$ cat src/hw/pfs_defines.svh
// Register offsets, field positions and reset values of the pin function select block.
`ifndef PFS_DEFINES_SVH
`define PFS_DEFINES_SVH
`define PFS_ADDR_W 32
`define PFS_OFF_SEL_HIGH 32'he002c004
`define PFS_OFF_SEL_P1 32'he002c014
`define PFS_OFF_GPIO_DIR 32'he002c100
`define PFS_OFF_GPIO_OUT 32'he002c104
`define PFS_OFF_GPIO_SET 32'he002c108
`define PFS_OFF_GPIO_CLR 32'he002c10c
`define PFS_OFF_GPIO_PIN 32'he002c110
`define PFS_OFF_P1_DIR 32'he002c120
`define PFS_OFF_P1_OUT 32'he002c124
`define PFS_OFF_P1_PIN 32'he002c128
`define PFS_SEL_HIGH_RST 32'h15400000
`define PFS_SEL_HIGH_MASK 32'h3fcfffff
`define PFS_SEL_P1_MASK 32'h0000000c
`define PFS_DEBUG_BIT 2
`define PFS_TRACE_BIT 3
`define PFS_DEBUG_LINES 32'hfc000000
`define PFS_TRACE_LINES 32'h03ff0000
`define PFS_ZERO32 32'h00000000
`endif

$ cat src/hw/pfs_pkg.sv
// Types shared by the pin function select block.
package pfs_pkg;
    typedef enum logic [1:0] {
        PFS_FN_GPIO,
        PFS_FN_ALT1,
        PFS_FN_ALT2,
        PFS_FN_ALT3
    } pfs_fn_e;
    typedef logic [31:0] pfs_word_t;
endpackage

$ cat src/hw/pfs_pin_mux.sv
// Pin function select and GPIO for port 0 lines 16 to 31 and port 1 debug/trace groups.
//
// Design decision made here: the address-and-strobe port.
`timescale 1ns/1ps
`default_nettype none
`include "pfs_defines.svh"

// =====================================================================
// Notes on behaviour
// GPIO direction bit acts only while the pin's field selects GPIO.
// Non-GPIO functions set pin direction from the peripheral automatically.
// Software must not write reserved encodings, including all of lines 26 and 31.
// Line 16: GPIO, irq line 0, timer0 match 2, timer0 capture 2; reset 00.
// Lines 17 and 19 route to GPIO, timer1 capture/match 2, SPI1 clock or MOSI.
// Line 18: timer1 capture3, SPI1 MISO, match3; line 21: PULSE_OUTPUT_5, capture3.
// Line 22: capture0, match0; line 30: analog 3, irq line 3, capture0.
// Line 23: GPIO or CAN2 receive; other codes reserved; reset 00.
// Line 24: GPIO or CAN2 transmit; other codes reserved; reset 00.
// Line 25: GPIO or CAN1 receive; other codes reserved; reset 00.
// Lines 27, 28: GPIO, analog 0/1, timer0 capture, timer0 match; reset 01.
// Line 29: GPIO, analog 2, capture3, match3; lines 29 and 30 reset 01.
// Select bit 2 gives port1 lines 31..26 to the debug port; reset 0.
// Select bit 3 gives port1 lines 25..16 to the trace port; reset 0.
// Unrouted pins are driven and sampled under GPIO register control.
// Each GPIO pin has its own direction bit, changeable any time.
// Set and clear registers change any output bits in one write.
// Reads return both the output register and the live pin levels.
// After reset every GPIO direction bit is cleared, so pins are inputs.
// Reserved select bits ignore writes and read back as zero.
module pfs_pin_mux
    import pfs_pkg::*;
(
    // Clock and reset.
    input wire logic ref_clk_i,
    input wire logic resetn_i,
    // Register port.
    input wire logic [31:0] addr_i,
    input wire logic [31:0] wdata_i,
    input wire logic wr_i,
    input wire logic rd_i,
    output logic [31:0] rdata_o,
    // Port 0 pads, lines 31..16 in bits 15..0.
    input wire logic [15:0] p0_pin_i,
    output logic [15:0] p0_pin_o,
    output logic [15:0] p0_pin_oe_o,
    // Port 0 peripheral side: output value and output enable from each peripheral.
    input wire logic [15:0] p0_periph_out_i,
    input wire logic [15:0] p0_periph_oe_i,
    output logic [15:0] p0_periph_in_o,
    output logic [15:0] p0_alt_sel_o,
    output logic [31:0] p0_fn_sel_o,
    // Port 1 pads, lines 31..16 in bits 15..0.
    input wire logic [15:0] p1_pin_i,
    output logic [15:0] p1_pin_o,
    output logic [15:0] p1_pin_oe_o,
    // Port 1 debug and trace side.
    input wire logic [15:0] p1_dbg_out_i,
    input wire logic [15:0] p1_dbg_oe_i,
    output logic [15:0] p1_dbg_in_o,
    output logic debug_en_o,
    output logic trace_en_o
);

    // =================================================================
    // Registers
    pfs_word_t sel_high;
    pfs_word_t sel_p1;
    logic [15:0] gpio_direction_reg;
    logic [15:0] gpio_out;
    logic [15:0] p1_dir;
    logic [15:0] p1_out;

    logic [15:0] p0_alt;
    logic [15:0] p1_alt;
    pfs_word_t p1_group;
    logic [15:0] next_p0_pin;
    logic [15:0] next_p0_oe;
    logic [15:0] next_p1_pin;
    logic [15:0] next_p1_oe;
    pfs_word_t next_rdata;

    // select reset values
    // reserved bits masked
    always_ff @(posedge ref_clk_i) begin
        if (!resetn_i) begin
            sel_high <= `PFS_SEL_HIGH_RST;
        end else if (wr_i && addr_i == `PFS_OFF_SEL_HIGH) begin
            sel_high <= wdata_i & `PFS_SEL_HIGH_MASK;
        end
    end

    // debug trace select
    always_ff @(posedge ref_clk_i) begin
        if (!resetn_i) begin
            sel_p1 <= `PFS_ZERO32;
        end else if (wr_i && addr_i == `PFS_OFF_SEL_P1) begin
            sel_p1 <= wdata_i & `PFS_SEL_P1_MASK;
        end
    end

    // directions reset input
    // per-bit direction
    always_ff @(posedge ref_clk_i) begin
        if (!resetn_i) begin
            gpio_direction_reg <= 16'h0000;
            p1_dir <= 16'h0000;
        end else if (wr_i && addr_i == `PFS_OFF_GPIO_DIR) begin
            gpio_direction_reg <= wdata_i[31:16];
        end else if (wr_i && addr_i == `PFS_OFF_P1_DIR) begin
            p1_dir <= wdata_i[31:16];
        end
    end

    // set clear outputs
    always_ff @(posedge ref_clk_i) begin
        if (!resetn_i) begin
            gpio_out <= 16'h0000;
            p1_out <= 16'h0000;
        end else if (wr_i && addr_i == `PFS_OFF_GPIO_OUT) begin
            gpio_out <= wdata_i[31:16];
        end else if (wr_i && addr_i == `PFS_OFF_GPIO_SET) begin
            gpio_out <= gpio_out | wdata_i[31:16];
        end else if (wr_i && addr_i == `PFS_OFF_GPIO_CLR) begin
            gpio_out <= gpio_out & ~wdata_i[31:16];
        end else if (wr_i && addr_i == `PFS_OFF_P1_OUT) begin
            p1_out <= wdata_i[31:16];
        end
    end

    // =================================================================
    // Routing
    // field per line
    // field per line
    // field per line
    // CAN2 receive
    // CAN2 transmit
    // CAN1 receive
    // analog timer fields
    // analog timer fields
    // reserved codes unsupported
    always_comb begin
        for (int i = 0; i < 16; i++) begin
            p0_alt[i] = pfs_fn_e'(sel_high[2*i +: 2]) != PFS_FN_GPIO;
        end
        // debug and trace groups
        p1_group = `PFS_ZERO32;
        if (sel_p1[`PFS_DEBUG_BIT]) begin
            p1_group = p1_group | `PFS_DEBUG_LINES;
        end
        if (sel_p1[`PFS_TRACE_BIT]) begin
            p1_group = p1_group | `PFS_TRACE_LINES;
        end
        p1_alt = p1_group[31:16];
    end

    // direction gated GPIO
    // peripheral sets direction
    // GPIO drives unrouted
    always_comb begin
        next_p0_pin = (p0_alt & p0_periph_out_i) | (~p0_alt & gpio_out);
        next_p0_oe = (p0_alt & p0_periph_oe_i) | (~p0_alt & gpio_direction_reg);
        next_p1_pin = (p1_alt & p1_dbg_out_i) | (~p1_alt & p1_out);
        next_p1_oe = (p1_alt & p1_dbg_oe_i) | (~p1_alt & p1_dir);
    end

    always_ff @(posedge ref_clk_i) begin
        if (!resetn_i) begin
            p0_pin_o <= 16'h0000;
            p0_pin_oe_o <= 16'h0000;
            p1_pin_o <= 16'h0000;
            p1_pin_oe_o <= 16'h0000;
        end else begin
            p0_pin_o <= next_p0_pin;
            p0_pin_oe_o <= next_p0_oe;
            p1_pin_o <= next_p1_pin;
            p1_pin_oe_o <= next_p1_oe;
        end
    end

    // Peripheral-side inputs see the pad only when routed to them.
    always_ff @(posedge ref_clk_i) begin
        if (!resetn_i) begin
            p0_periph_in_o <= 16'h0000;
            p1_dbg_in_o <= 16'h0000;
            p0_alt_sel_o <= 16'h0000;
            p0_fn_sel_o <= `PFS_SEL_HIGH_RST;
            debug_en_o <= 1'b0;
            trace_en_o <= 1'b0;
        end else begin
            p0_periph_in_o <= p0_pin_i & p0_alt;
            p1_dbg_in_o <= p1_pin_i & p1_alt;
            p0_alt_sel_o <= p0_alt;
            p0_fn_sel_o <= sel_high;
            debug_en_o <= sel_p1[`PFS_DEBUG_BIT];
            trace_en_o <= sel_p1[`PFS_TRACE_BIT];
        end
    end

    // =================================================================
    // Read path
    // output and pin
    always_comb begin
        next_rdata = `PFS_ZERO32;
        if (addr_i == `PFS_OFF_SEL_HIGH) begin
            next_rdata = sel_high;
        end else if (addr_i == `PFS_OFF_SEL_P1) begin
            next_rdata = sel_p1;
        end else if (addr_i == `PFS_OFF_GPIO_DIR) begin
            next_rdata = {gpio_direction_reg, 16'h0000};
        end else if (addr_i == `PFS_OFF_GPIO_OUT) begin
            next_rdata = {gpio_out, 16'h0000};
        end else if (addr_i == `PFS_OFF_GPIO_PIN) begin
            next_rdata = {p0_pin_i, 16'h0000};
        end else if (addr_i == `PFS_OFF_P1_DIR) begin
            next_rdata = {p1_dir, 16'h0000};
        end else if (addr_i == `PFS_OFF_P1_OUT) begin
            next_rdata = {p1_out, 16'h0000};
        end else if (addr_i == `PFS_OFF_P1_PIN) begin
            next_rdata = {p1_pin_i, 16'h0000};
        end
    end

    always_ff @(posedge ref_clk_i) begin
        if (!resetn_i) begin
            rdata_o <= `PFS_ZERO32;
        end else if (rd_i) begin
            rdata_o <= next_rdata;
        end else begin
            rdata_o <= `PFS_ZERO32;
        end
    end

    // =================================================================
    // Assertions
    property p_gpio_oe;
        @(posedge ref_clk_i) disable iff (!resetn_i)
        (sel_high[1:0] == 2'b00) |=> (p0_pin_oe_o[0] == $past(gpio_direction_reg[0]));
    endproperty
    a_gpio_oe: assert property (p_gpio_oe) else $error("gpio oe mismatch");

    property p_alt_oe;
        @(posedge ref_clk_i) disable iff (!resetn_i)
        (sel_high[3:2] != 2'b00) |=> (p0_pin_oe_o[1] == $past(p0_periph_oe_i[1]));
    endproperty
    a_alt_oe: assert property (p_alt_oe) else $error("peripheral oe mismatch");

    property p_sel_reset;
        @(posedge ref_clk_i) $rose(resetn_i) |-> sel_high == `PFS_SEL_HIGH_RST;
    endproperty
    a_sel_reset: assert property (p_sel_reset) else $error("select reset wrong");

    property p_dir_reset;
        @(posedge ref_clk_i) $rose(resetn_i) |-> gpio_direction_reg == 16'h0000;
    endproperty
    a_dir_reset: assert property (p_dir_reset) else $error("direction reset wrong");

    property p_set;
        @(posedge ref_clk_i) disable iff (!resetn_i)
        (wr_i && addr_i == `PFS_OFF_GPIO_SET)
            |=> ((gpio_out & $past(wdata_i[31:16])) == $past(wdata_i[31:16]));
    endproperty
    a_set: assert property (p_set) else $error("set write failed");

    property p_clr;
        @(posedge ref_clk_i) disable iff (!resetn_i)
        (wr_i && addr_i == `PFS_OFF_GPIO_CLR) |=> ((gpio_out & $past(wdata_i[31:16])) == 16'h0000);
    endproperty
    a_clr: assert property (p_clr) else $error("clear write failed");

    property p_reserved;
        @(posedge ref_clk_i) disable iff (!resetn_i)
        ((sel_high & ~`PFS_SEL_HIGH_MASK) == `PFS_ZERO32)
            && ((sel_p1 & ~`PFS_SEL_P1_MASK) == `PFS_ZERO32);
    endproperty
    a_reserved: assert property (p_reserved) else $error("reserved bits set");

    property p_debug;
        @(posedge ref_clk_i) disable iff (!resetn_i)
        sel_p1[`PFS_DEBUG_BIT] |=> (p1_pin_oe_o[15:10] == $past(p1_dbg_oe_i[15:10]));
    endproperty
    a_debug: assert property (p_debug) else $error("debug group not routed");

    property p_trace;
        @(posedge ref_clk_i) disable iff (!resetn_i)
        !sel_p1[`PFS_TRACE_BIT] |=> (p1_pin_oe_o[9:0] == $past(p1_dir[9:0]));
    endproperty
    a_trace: assert property (p_trace) else $error("trace group not gpio");

    property p_pin_read;
        @(posedge ref_clk_i) disable iff (!resetn_i)
        (rd_i && addr_i == `PFS_OFF_GPIO_PIN) |=> (rdata_o[31:16] == $past(p0_pin_i));
    endproperty
    a_pin_read: assert property (p_pin_read) else $error("pin read wrong");

    property p_dir_write;
        @(posedge ref_clk_i) disable iff (!resetn_i)
        (wr_i && addr_i == `PFS_OFF_GPIO_DIR)
            |=> (gpio_direction_reg == $past(wdata_i[31:16]));
    endproperty
    a_dir_write: assert property (p_dir_write) else $error("direction write failed");

    property p_out_read;
        @(posedge ref_clk_i) disable iff (!resetn_i)
        (rd_i && addr_i == `PFS_OFF_GPIO_OUT) |=> (rdata_o[31:16] == $past(gpio_out));
    endproperty
    a_out_read: assert property (p_out_read) else $error("output register read wrong");

    // Read data stand for one cycle after each cycle with rd_i high, then fall back to zero.
    property p_rdata_idle;
        @(posedge ref_clk_i) disable iff (!resetn_i)
        !rd_i |=> (rdata_o == `PFS_ZERO32);
    endproperty
    a_rdata_idle: assert property (p_rdata_idle) else $error("read data not cleared");

    property p_gpio_drive;
        @(posedge ref_clk_i) disable iff (!resetn_i)
        (sel_high[1:0] == 2'b00) |=> (p0_pin_o[0] == $past(gpio_out[0]));
    endproperty
    a_gpio_drive: assert property (p_gpio_drive) else $error("gpio drive mismatch");

    property p_periph_gate;
        @(posedge ref_clk_i) disable iff (!resetn_i)
        1'b1 |=> ((p0_periph_in_o & ~$past(p0_alt)) == 16'h0000);
    endproperty
    a_periph_gate: assert property (p_periph_gate) else $error("gpio line leaks");

    property p_can2_rx;
        @(posedge ref_clk_i) disable iff (!resetn_i)
        (sel_high[15:14] == 2'b01) |=> (p0_periph_in_o[7] == $past(p0_pin_i[7]));
    endproperty
    a_can2_rx: assert property (p_can2_rx) else $error("can2 receive not routed");

    property p_can2_tx;
        @(posedge ref_clk_i) disable iff (!resetn_i)
        (sel_high[17:16] == 2'b01) |=> (p0_pin_o[8] == $past(p0_periph_out_i[8]));
    endproperty
    a_can2_tx: assert property (p_can2_tx) else $error("can2 transmit not routed");

    property p_can1_rx;
        @(posedge ref_clk_i) disable iff (!resetn_i)
        (sel_high[19:18] == 2'b01) |=> (p0_periph_in_o[9] == $past(p0_pin_i[9]));
    endproperty
    a_can1_rx: assert property (p_can1_rx) else $error("can1 receive not routed");

    property p_trace_on;
        @(posedge ref_clk_i) disable iff (!resetn_i)
        sel_p1[`PFS_TRACE_BIT] |=> (p1_pin_oe_o[9:0] == $past(p1_dbg_oe_i[9:0]));
    endproperty
    a_trace_on: assert property (p_trace_on) else $error("trace group not routed");

    property p_p1_reset;
        @(posedge ref_clk_i) $rose(resetn_i) |-> (p1_dir == 16'h0000) && (sel_p1 == `PFS_ZERO32);
    endproperty
    a_p1_reset: assert property (p_p1_reset) else $error("port1 reset wrong");

endmodule
`default_nettype wire

$ cat config.mk
export PLATFORM = sky130hd
export DESIGN_NAME = pfs_pin_mux
export DESIGN_NICKNAME = d
export VERILOG_FILES = /design/src/hw/pfs_pkg.sv /design/src/hw/pfs_pin_mux.sv
export VERILOG_INCLUDE_DIRS = /design/src /design/src/hw
export SDC_FILE = /design/constraint.sdc
export NUM_CORES = 1
export LEC_CHECK = 0
export CAP_MARGIN = 15
export CORE_UTILIZATION = 50
export CTS_CLUSTER_DIAMETER = 60
export DETAILED_ROUTE_END_ITERATION = 10
export DONT_BUFFER_PORTS = 1
export MAX_ROUTING_LAYER = met4
export PLACE_DENSITY = 0.66
export SETUP_SLACK_MARGIN = 0.02
export SLEW_MARGIN = 10
export SYNTH_ARGS = -nofsm -noshare
export SYNTH_HDL_FRONTEND = slang
export SYNTH_SLANG_ARGS = --single-unit
export TNS_END_PERCENT = 30
$ cat constraint.sdc
create_clock -name ref_clk_i -period 2.9 [get_ports ref_clk_i]
set_clock_uncertainty 0.1 [all_clocks]
set_input_delay 0.145 -clock ref_clk_i [delete_from_list [all_inputs] [get_ports ref_clk_i]]
set_output_delay 0.145 -clock ref_clk_i [all_outputs]
set_load 0.01 [all_outputs]
[Yosys cells after proc, flatten, opt, wreduce, memory -nomap -nowiden]
Cells that the tools add are included.
Cells by class
  eq/ne operators: 10
  multiplexer cells: 13
  bitwise gates (word level): 24
  reduce and logical (&&, ||, !) cells: 27
Operator list (count)
  == test 32 bit, second input constant: 10
  two-way mux 32 bit: 7
  bitwise AND 16 bit: 8
  bitwise OR 16 bit: 5
  two-way mux 30 bit: 2
  two-way mux 16 bit: 3
  bitwise AND 15 x 16 -> 16 bit: 2
  inverter 16 bit: 2
  nonzero test 2 bit: 14
  two-way mux 26 bit: 1
  bitwise AND 16 x 15 -> 16 bit: 1
  inverter 15 -> 16 bit: 1
  logical AND 1 bit: 8
  inverter 1 bit: 5
  AND reduction 2 bit: 2
  AND reduction 4 bit: 1
  nonzero test 3 bit: 1
  OR reduction 3 bit: 1
Word-level totals
  bits in registers: 266
  input bits: 164
  output and inout port bits: 178
  word-level logic and storage cells: 92

[Depth between registers and ports, before layout]
Gate-level depths: netlist of the first run.
  depth after elaboration: 9
  gate-level depth with buffers: 8
  gate-level depth less buffers: 5

[Worst setup path after synthesis of the first run]
Ideal clock, no wire load.
  path type: input port to flip-flop
  start point: in addr_i[27]
  end point: reg sel_high[26]
  setup time: 0.121 ns
  data arrival time: 1.977 ns
  required time: 2.679 ns
  path slack: 0.702 ns
  stages: 5
  path buffers: 0
  cells stage by stage: or4_4 > nor4_4 > nand4_1 > nor2_4 > mux2_2
On the way
  longest elaborated chain between the ends: 2
Ends and longest elaborated chain
  from (decl): RTL line pfs_pin_mux.sv:37  | input wire logic [31:0] addr_i,
  == test 32 bit (no line)
  logical AND 1 bit (no line)
  to (signal assigned): RTL line pfs_pin_mux.sv:86  | sel_high <= `PFS_SEL_HIGH_RST;
  to (signal assigned): RTL line pfs_pin_mux.sv:88  | sel_high <= wdata_i & `PFS_SEL_HIGH_MASK;
  to (decl): RTL line pfs_pin_mux.sv:66  | pfs_word_t sel_high;
No other way between the ends.
A chain may end at the register's enable or synchronous reset.

[Final worst setup path of the first run]
  start point: in wr_i
  end point: reg sel_high[26]
On the way
  longest elaborated chain between the ends: 1
Ends and longest elaborated chain
  from (decl): RTL line pfs_pin_mux.sv:39  | input wire logic wr_i,
  logical AND 1 bit (no line)
No other way between the ends.

==> run_results.csv, run 1 <==
group,metric,value,unit
yosys,synthXorXnorAreaFrac,0,
clocking,clockBufferDepth,3,
sta,max_slew_margin,0.307,
sta,worst_slew_pin_slew,1.04,ns
place,gp_congestion,0.839,
die,fp.dieW,145,µm
yosys,synth-main-ff-cell,"dfxtp_1",
clocking,cts_made_buffers,27,
yosys,yosys-mux-area-fraction,0.111,
yosys,synth_fa_ha_area_frac,0,
routing,num_vias,8199,
outcome,status,"complete, no violations",
grt,grt_first_pass_wirelength,46.0,mm
worst_setup_path,critPathMaxFanout,18,
clocking,cts_setup_buffers,0,
worst_setup_path,timing.rr.end,"rdata_o[20]$_SDFF_PP0_",
sta,fmax,0.373,GHz
worst_setup_path,crit_family,"buffers and inverters",
clocking,clk_pin_slew,0.06,ns
routing,dr.pass1.iters,5,
cells_and_area,largest_reg_flops,32,
cells_and_area,regMostFlops,"rdata_o",
die,dieArea,21100,µm²
place,dp_cells,1248,
yosys,synth_top_cell_area_share,0.516,
cells_and_area,fin_nets,1324,
yosys,syn_avg_cell_area,9.94,µm²
grt,grt_util_all_layers,0.287,
yosys,async_reset_ff_frac,0,
worst_setup_path,worstReg2RegStart,"p1_dir[4]$_SDFFE_PN0P_",
cells_and_area,multi_input_area,4460,µm²
cells_and_area,fillerInstances,1625,
worst_setup_path,cpMostUsedCell,"dlygate4sd3_1",
cells_and_area,syn2layout_area_growth,25.8,%
yosys,synth-compound-area-share,0.109,
die,rows,51,
clocking,cts_max_level,1,
worst_setup_path,critical_path_buf_inv_count,2,
die,initial_core_util,0.518,
cells_and_area,final_util,0.651,
worst_setup_path,arrival,3.01,ns
sta,tns,0,ns
worst_setup_path,end_kind,"flop",
routing,drt_iter0_markers,479,
worst_setup_path,cp.required,3.22,ns
worst_setup_path,ff2ff_path_depth,5,
worst_setup_path,start_kind,"input port",
worst_setup_path,cpPeakStageDelay,1.20,ns
yosys,synth_area_leader_cell,"dfxtp_1",
worst_setup_path,worstPathCellList,"dlygate4sd3_1 > nand4_1 > nor2_4 > dlygate4sd3_1 > mux2_2",
power,p_leak,5.20,nW
worst_setup_path,path_class,"input port to flop",
worst_setup_path,critPathSlowestCell,"dlygate4sd3_1",
grt,grt_pass1_vias,8210,
cells_and_area,fin_cells,1448,
cells_and_area,layout-drive-gt1-share,0.0855,
power,vdd_drop_max,0.409,mV
sta,hold_violations,0,
sta,rsz0062_at_grt,"no",
die,fp.dieH,145,µm
yosys,ys_top_cells_by_area,"dfxtp_1 52%, mux2i_1 9.4%, nor2b_1 4.4%",
worst_hold_path,min_to,"sel_p1[3]$_SDFFE_PN0P_",
yosys,synth_top_family_by_area,"simple AND/OR/NAND/NOR gates",
yosys,postSynthCellCount,1030,
place,dp_hpwl,19.4,mm
routing,drc,0,
worst_hold_path,min_path_type,"input port to flop",
die,core-area,19800,µm²
die,io_pins,342,
routing,avgViaCountPerCell,5.66,
clocking,cts_hold_repair.buffers,148,
yosys,ys_seq_area_frac,0.516,
worst_setup_path,rrSetupSlack,1.07,ns
clocking,post_cts_resized,0,
routing,wire_per_inst,21.0,µm
yosys,synthSimpleGateAreaFrac,0.210,
yosys,synth-seq-cells,264,
cells_and_area,area.sequential,5290,µm²
grt,grt_antenna_before_repair,2,
worst_hold_path,hp-start,"addr_i[5]",
worst_setup_path,startpoint,"wr_i",
power,powerDensity,590,nW/µm²
routing,ant_nets,0,
grt,gr-total-overflow,0,
flow_run,maxCapViolCount,0,
yosys,netlist_area,10200,µm²
sta,fin_crit_sh,0.925,
cells_and_area,largest_registers,"rdata_o x32, p0_fn_sel_o x28, sel_high x28",
sta,layout_min_cycle_time,2.68,ns
clocking,root_buffer,"clkbuf_16",
yosys,synth_cell_types,59,
place,io_buffers,0,
yosys,synth-edff-count,0,
worst_hold_path,min_path_cells,4,
sta,finalMaxSlewViolations,0,
grt,grt_max_degree,201,
clocking,worstSkewPairLatency,0.53,ns
clocking,cts_tree,"done",
yosys,synth-warning-count,0,
sta,setup-violations-final,0,
routing,routed_wl,30.4,mm
clocking,clock-sinks,264,
## cell families (layout without fill, tap and decap cells)
| kind of cell | Yosys count | count (layout) |
|---|---|---|
| muxes | 112 | 112 |
| other | 1 | 10 |
| and+or+nand+nor | 373 | 373 |
| buffers and inverters | 126 | 270 |
| DFF | 264 | 264 |
| AOI/OAI and AO/OA | 154 | 154 |
## worst max path at each step
stage / endpoint / cells past startpoint
after global routing: sel_high[26]$_SDFFE_PN1P_ / 5
after detailed placement: flop / 5
after CTS: sel_high[26]$_SDFFE_PN1P_ / 5
after global placement: flop / 5
final: sel_high[26]$_SDFFE_PN1P_ / 5
after floorplan: sel_high[26]$_SDFFE_PN1P_ / 5
## power breakdown
group	total, W	switching, W	internal [W]
Sequential	0.00365	0.0000101	0.00364
Combinational	0.000347	0.000158	0.000189
Clock	0.00361	0.00140	0.00221
Total	0.00760	0.00157	0.00603
## routing by layer
layer | vias up | wire length, µm | track usage | part of all wire
li1 | 3864 | - | - | -
met1 | 3884 | 12500 | 0.346 | 0.41
met2 | 381 | 14700 | 0.476 | 0.48
met3 | 70 | 2100 | 0.0516 | 0.069
met4 | 0 | 1130 | 0.112 | 0.037
met5 | - | 0 | - | 0
## area by class of cell
| cell class | instances | share of cell area |
|---|---|---|
| sequential | 264 | 0.410 |
| clock buffer | 42 | 0.0638 |
| timing repair buffer | 168 | 0.129 |
| clock inverter | 8 | 0.00923 |
| multi-input combinational | 647 | 0.346 |
| tap | 265 | 0.0257 |
| inverter | 52 | 0.0152 |
| antenna | 2 | 0.000389 |
## cells in the mapped netlist (all sizes together) (5+ instances only)
library cell	count
nor4b	5
a22oi	18
nor3	19
mux2	16
nor4	29
and4b	14
buf	21
nand2b	6
mux2i	96
inv	52
a2111oi	12
and3	16
o32ai	12
o21ai	32
nand2	115
clkbuf	53
nor2b	72
or4	5
a21oi	11
a21boi	44
dfxtp	264
nor2	23
and2	24
a221o	14
nand3	19
nand4	9
## worst register-to-register path: stages, from the launching register on
cell     delay, ns
dfxtp_1       0.36
mux2i_1       0.08
o21a_1        0.18
or4b_1        0.54
a311o_1       0.37
a21oi_1       0.13
## through the flow
step,setup slack [ns],instance area [µm²],hold slack (ns),total power (W)
2_1_floorplan,0.702,10300,0.167,0.00388
3_3_place_gp,0.412,10400,0.166,0.00385
3_5_place_dp,0.336,10400,0.170,0.00385
4_1_cts,0.260,12900,0.00262,0.00765
5_1_grt,0.157,12900,0.0311,0.00781
6_report,0.216,12900,0.0388,0.00760
## placed cells by master, fill, tap and decap left out, drive strengths merged, types with 23 or more instances in the layout
cell,count
a21boi,44
nor4,29
inv,53
clkbuf,42
o21ai,32
and2,24
nor2,23
dlygate4sd3,147
nand2,115
dfxtp,264
mux2i,96
nor2b,72
Note: power is estimated with default switching activity, not from simulation.
==> inputs of run 2 (changes only) <==
--- a/config.mk
+++ b/config.mk
@@ -13,6 +13,7 @@
 export DONT_BUFFER_PORTS = 1
 export MAX_ROUTING_LAYER = met4
 export PLACE_DENSITY = 0.66
+export REMOVE_ABC_BUFFERS = 1
 export SETUP_SLACK_MARGIN = 0.02
 export SLEW_MARGIN = 10
 export SYNTH_ARGS = -nofsm -noshare
==> run 2 against run 1 <==
  * Die area unchanged
  * Fmax up 0.89%
  * First-iteration DRC count up 20%
  * Critical endpoint is now sel_high[14]$_SDFFE_PN0P_
  * Largest power group is now the clock network
==> run_results.csv, run 2 (same netlist as run 1, synthesis figures left out) <==
group,metric,value,unit
power,combPwrFrac,0.044,
sta,setup-violations-final,0,
place,gp_congestion,0.888,
power,intPower,0.00616,W
routing,dr.pass1.iters,5,
routing,ant_nets,0,
worst_setup_path,critPathSlowestCell,"dlygate4sd3_1",
cells_and_area,regMostFlops,"rdata_o",
power,p_leak,5.21,nW
clocking,clk_pin_slew,0.06,ns
routing,routed_wl,31.8,mm
die,rows,51,
place,io_buffers,0,
cells_and_area,final_cell_mix,"263 x dfxtp_1, 143 x dlygate4sd3_1, 115 x nand2_1",
worst_setup_path,worstPathCellList,"dlygate4sd3_1 > nand4_1 > nor2_4 > buf_4 > mux2i_1 > dlygate4sd3_1",
clocking,cts_tree,"done",
worst_setup_path,cpMostUsedCell,"dlygate4sd3_1",
worst_hold_path,min_to,"rdata_o[21]$_SDFF_PP0_",
die,initial_core_util,0.518,
power,power.switching,0.00161,W
worst_hold_path,hp-start,"addr_i[2]",
clocking,cts_max_level,1,
flow_run,maxCapViolCount,0,
grt,grt_first_pass_wirelength,48.9,mm
worst_hold_path,min_path_type,"input port to flop",
routing,avgViaCountPerCell,5.72,
power,pwr-share-seq,0.470,
place,place_ws,0.335,ns
cells_and_area,syn2layout_area_growth,26.1,%
grt,grt_max_degree,203,
die,fp.dieW,145,µm
cells_and_area,largest_reg_flops,32,
place,dp_hpwl,20.2,mm
sta,finalWorstSetupSlack,0.240,ns
clocking,worstSkewPairLatency,0.53,ns
cells_and_area,area.sequential,5290,µm²
cells_and_area,final_common_cell,"dfxtp_1",
grt,grt_util_all_layers,0.305,
worst_setup_path,rrSetupSlack,0.83,ns
worst_setup_path,cp.required,3.28,ns
worst_setup_path,ff2ff_path_depth,3,
sta,worst_slew_pin_slew,1.02,ns
clocking,clockBufferDepth,3,
worst_setup_path,cpPeakStageDelay,1.21,ns
cells_and_area,fin_nets,1326,
die,fp.dieH,145,µm
sta,rsz0062_at_grt,"no",
clocking,root_buffer,"clkbuf_16",
clocking,cts_made_buffers,28,
sta,fin_crit_sh,0.917,
die,core-area,19800,µm²
power,vdd_drop_max,0.488,mV
worst_setup_path,arrival,3.03,ns
worst_setup_path,path_class,"input port to flop",
outcome,status,"complete, no violations",
cells_and_area,largest_registers,"rdata_o x32, p0_fn_sel_o x28, sel_high x28",
power,p_sw_frac,0.207,
worst_setup_path,critical_path_buf_inv_count,3,
routing,num_vias,8293,
sta,finalMaxSlewViolations,0,
worst_setup_path,timing.rr.end,"p1_pin_o[13]$_SDFF_PN0_",
grt,gr-total-overflow,0,
worst_setup_path,crit_family,"buffers and inverters",
sta,layout_min_cycle_time,2.66,ns
clocking,cts_setup_buffers,0,
sta,whs,0.0298,ns
sta,max_slew_margin,0.318,
cells_and_area,multi_input_area,4460,µm²
worst_setup_path,start_kind,"input port",
routing,wire_per_inst,22.0,µm
power,powerDensity,601,nW/µm²
worst_setup_path,critPathMaxFanout,18,
routing,drc,0,
worst_setup_path,startpoint,"wr_i",
worst_setup_path,end_kind,"flop",
cells_and_area,fillerInstances,1564,
power,p_total,0.00777,W
power,p_clk_frac,0.486,
sta,hold_violations,0,
cells_and_area,layout-drive-gt1-share,0.0914,
sta,fmax,0.376,GHz
routing,drt_iter0_markers,575,
die,dieArea,21100,µm²
worst_setup_path,worstReg2RegStart,"sel_p1[2]$_SDFFE_PN0P_",
die,io_pins,342,
worst_hold_path,min_path_cells,4,
clocking,clock-sinks,264,
grt,grt_pass1_vias,8451,
grt,grt_antenna_before_repair,3,
==> run 2: timing repair <==
| action | CTS | global route |
|---|---|---|
| endpoints found under the hold margin | 263 | 0 |
| gates resized for setup | 0 | 0 |
| hold buffers | 144 | 0 |
==> run 2: stage by stage <==
| stage | std cells | setup TNS, ns | utilization | instance area, µm² |
|---|---|---|---|---|
| 2_1_floorplan | 963 | -35.68 | - | 9920 |
| 3_3_place_gp | 1253 | 0 | 0.529 | 10500 |
| 3_5_place_dp | 1253 | 0 | 0.529 | 10500 |
| 4_1_cts | 1447 | 0 | 0.652 | 12900 |
| 5_1_grt | 1450 | 0 | 0.653 | 12900 |
| 6_report | 1450 | 0 | 0.653 | 12900 |
==> run 2: area by class of cell <==
cell class,instances,share of cell area
Clock buffer,40,0.0641
Clock inverter,10,0.0122
Tap cell,265,0.0257
Timing Repair Buffer,169,0.128
Antenna cell,3,0.000581
Multi-Input combinational cell,647,0.345
Sequential cell,264,0.409
Inverter,52,0.0151
==> run 2: power by group through the flow <==
stage	Clock (W)	Sequential [W]	Combinational (W)
2_1_floorplan	0	0.00373	0.0000990
3_3_place_gp	0	0.00373	0.000123
3_5_place_dp	0	0.00373	0.000124
4_1_cts	0.00382	0.00365	0.000337
5_1_grt	0.00398	0.00365	0.000366
6_report	0.00377	0.00365	0.000344
==> run 2: worst max-delay path by stage <==
stage,to,cells after the start
4_1_cts,sel_high[14]$_SDFFE_PN0P_,6
5_1_grt,sel_high[14]$_SDFFE_PN0P_,6
3_5_place_dp,flop,5
2_1_floorplan,rdata_o[21]$_SDFF_PP0_,5
3_3_place_gp,flop,5
6_report,sel_high[14]$_SDFFE_PN0P_,6
==> run 2: tightest hold or removal path, cell delays in order <==
cell and delay (ns):
nor4_2 0.04, a211oi_1 0.19, a31oi_1 0.12, o22ai_1 0.11
==> run 2: layer usage <==
metal	global-route usage	up-vias	wire length, µm
met5	-	-	0
met4	0.103	0	833
met3	0.0557	55	2270
met2	0.505	410	15500
met1	0.373	3967	13200
li1	-	3861	-
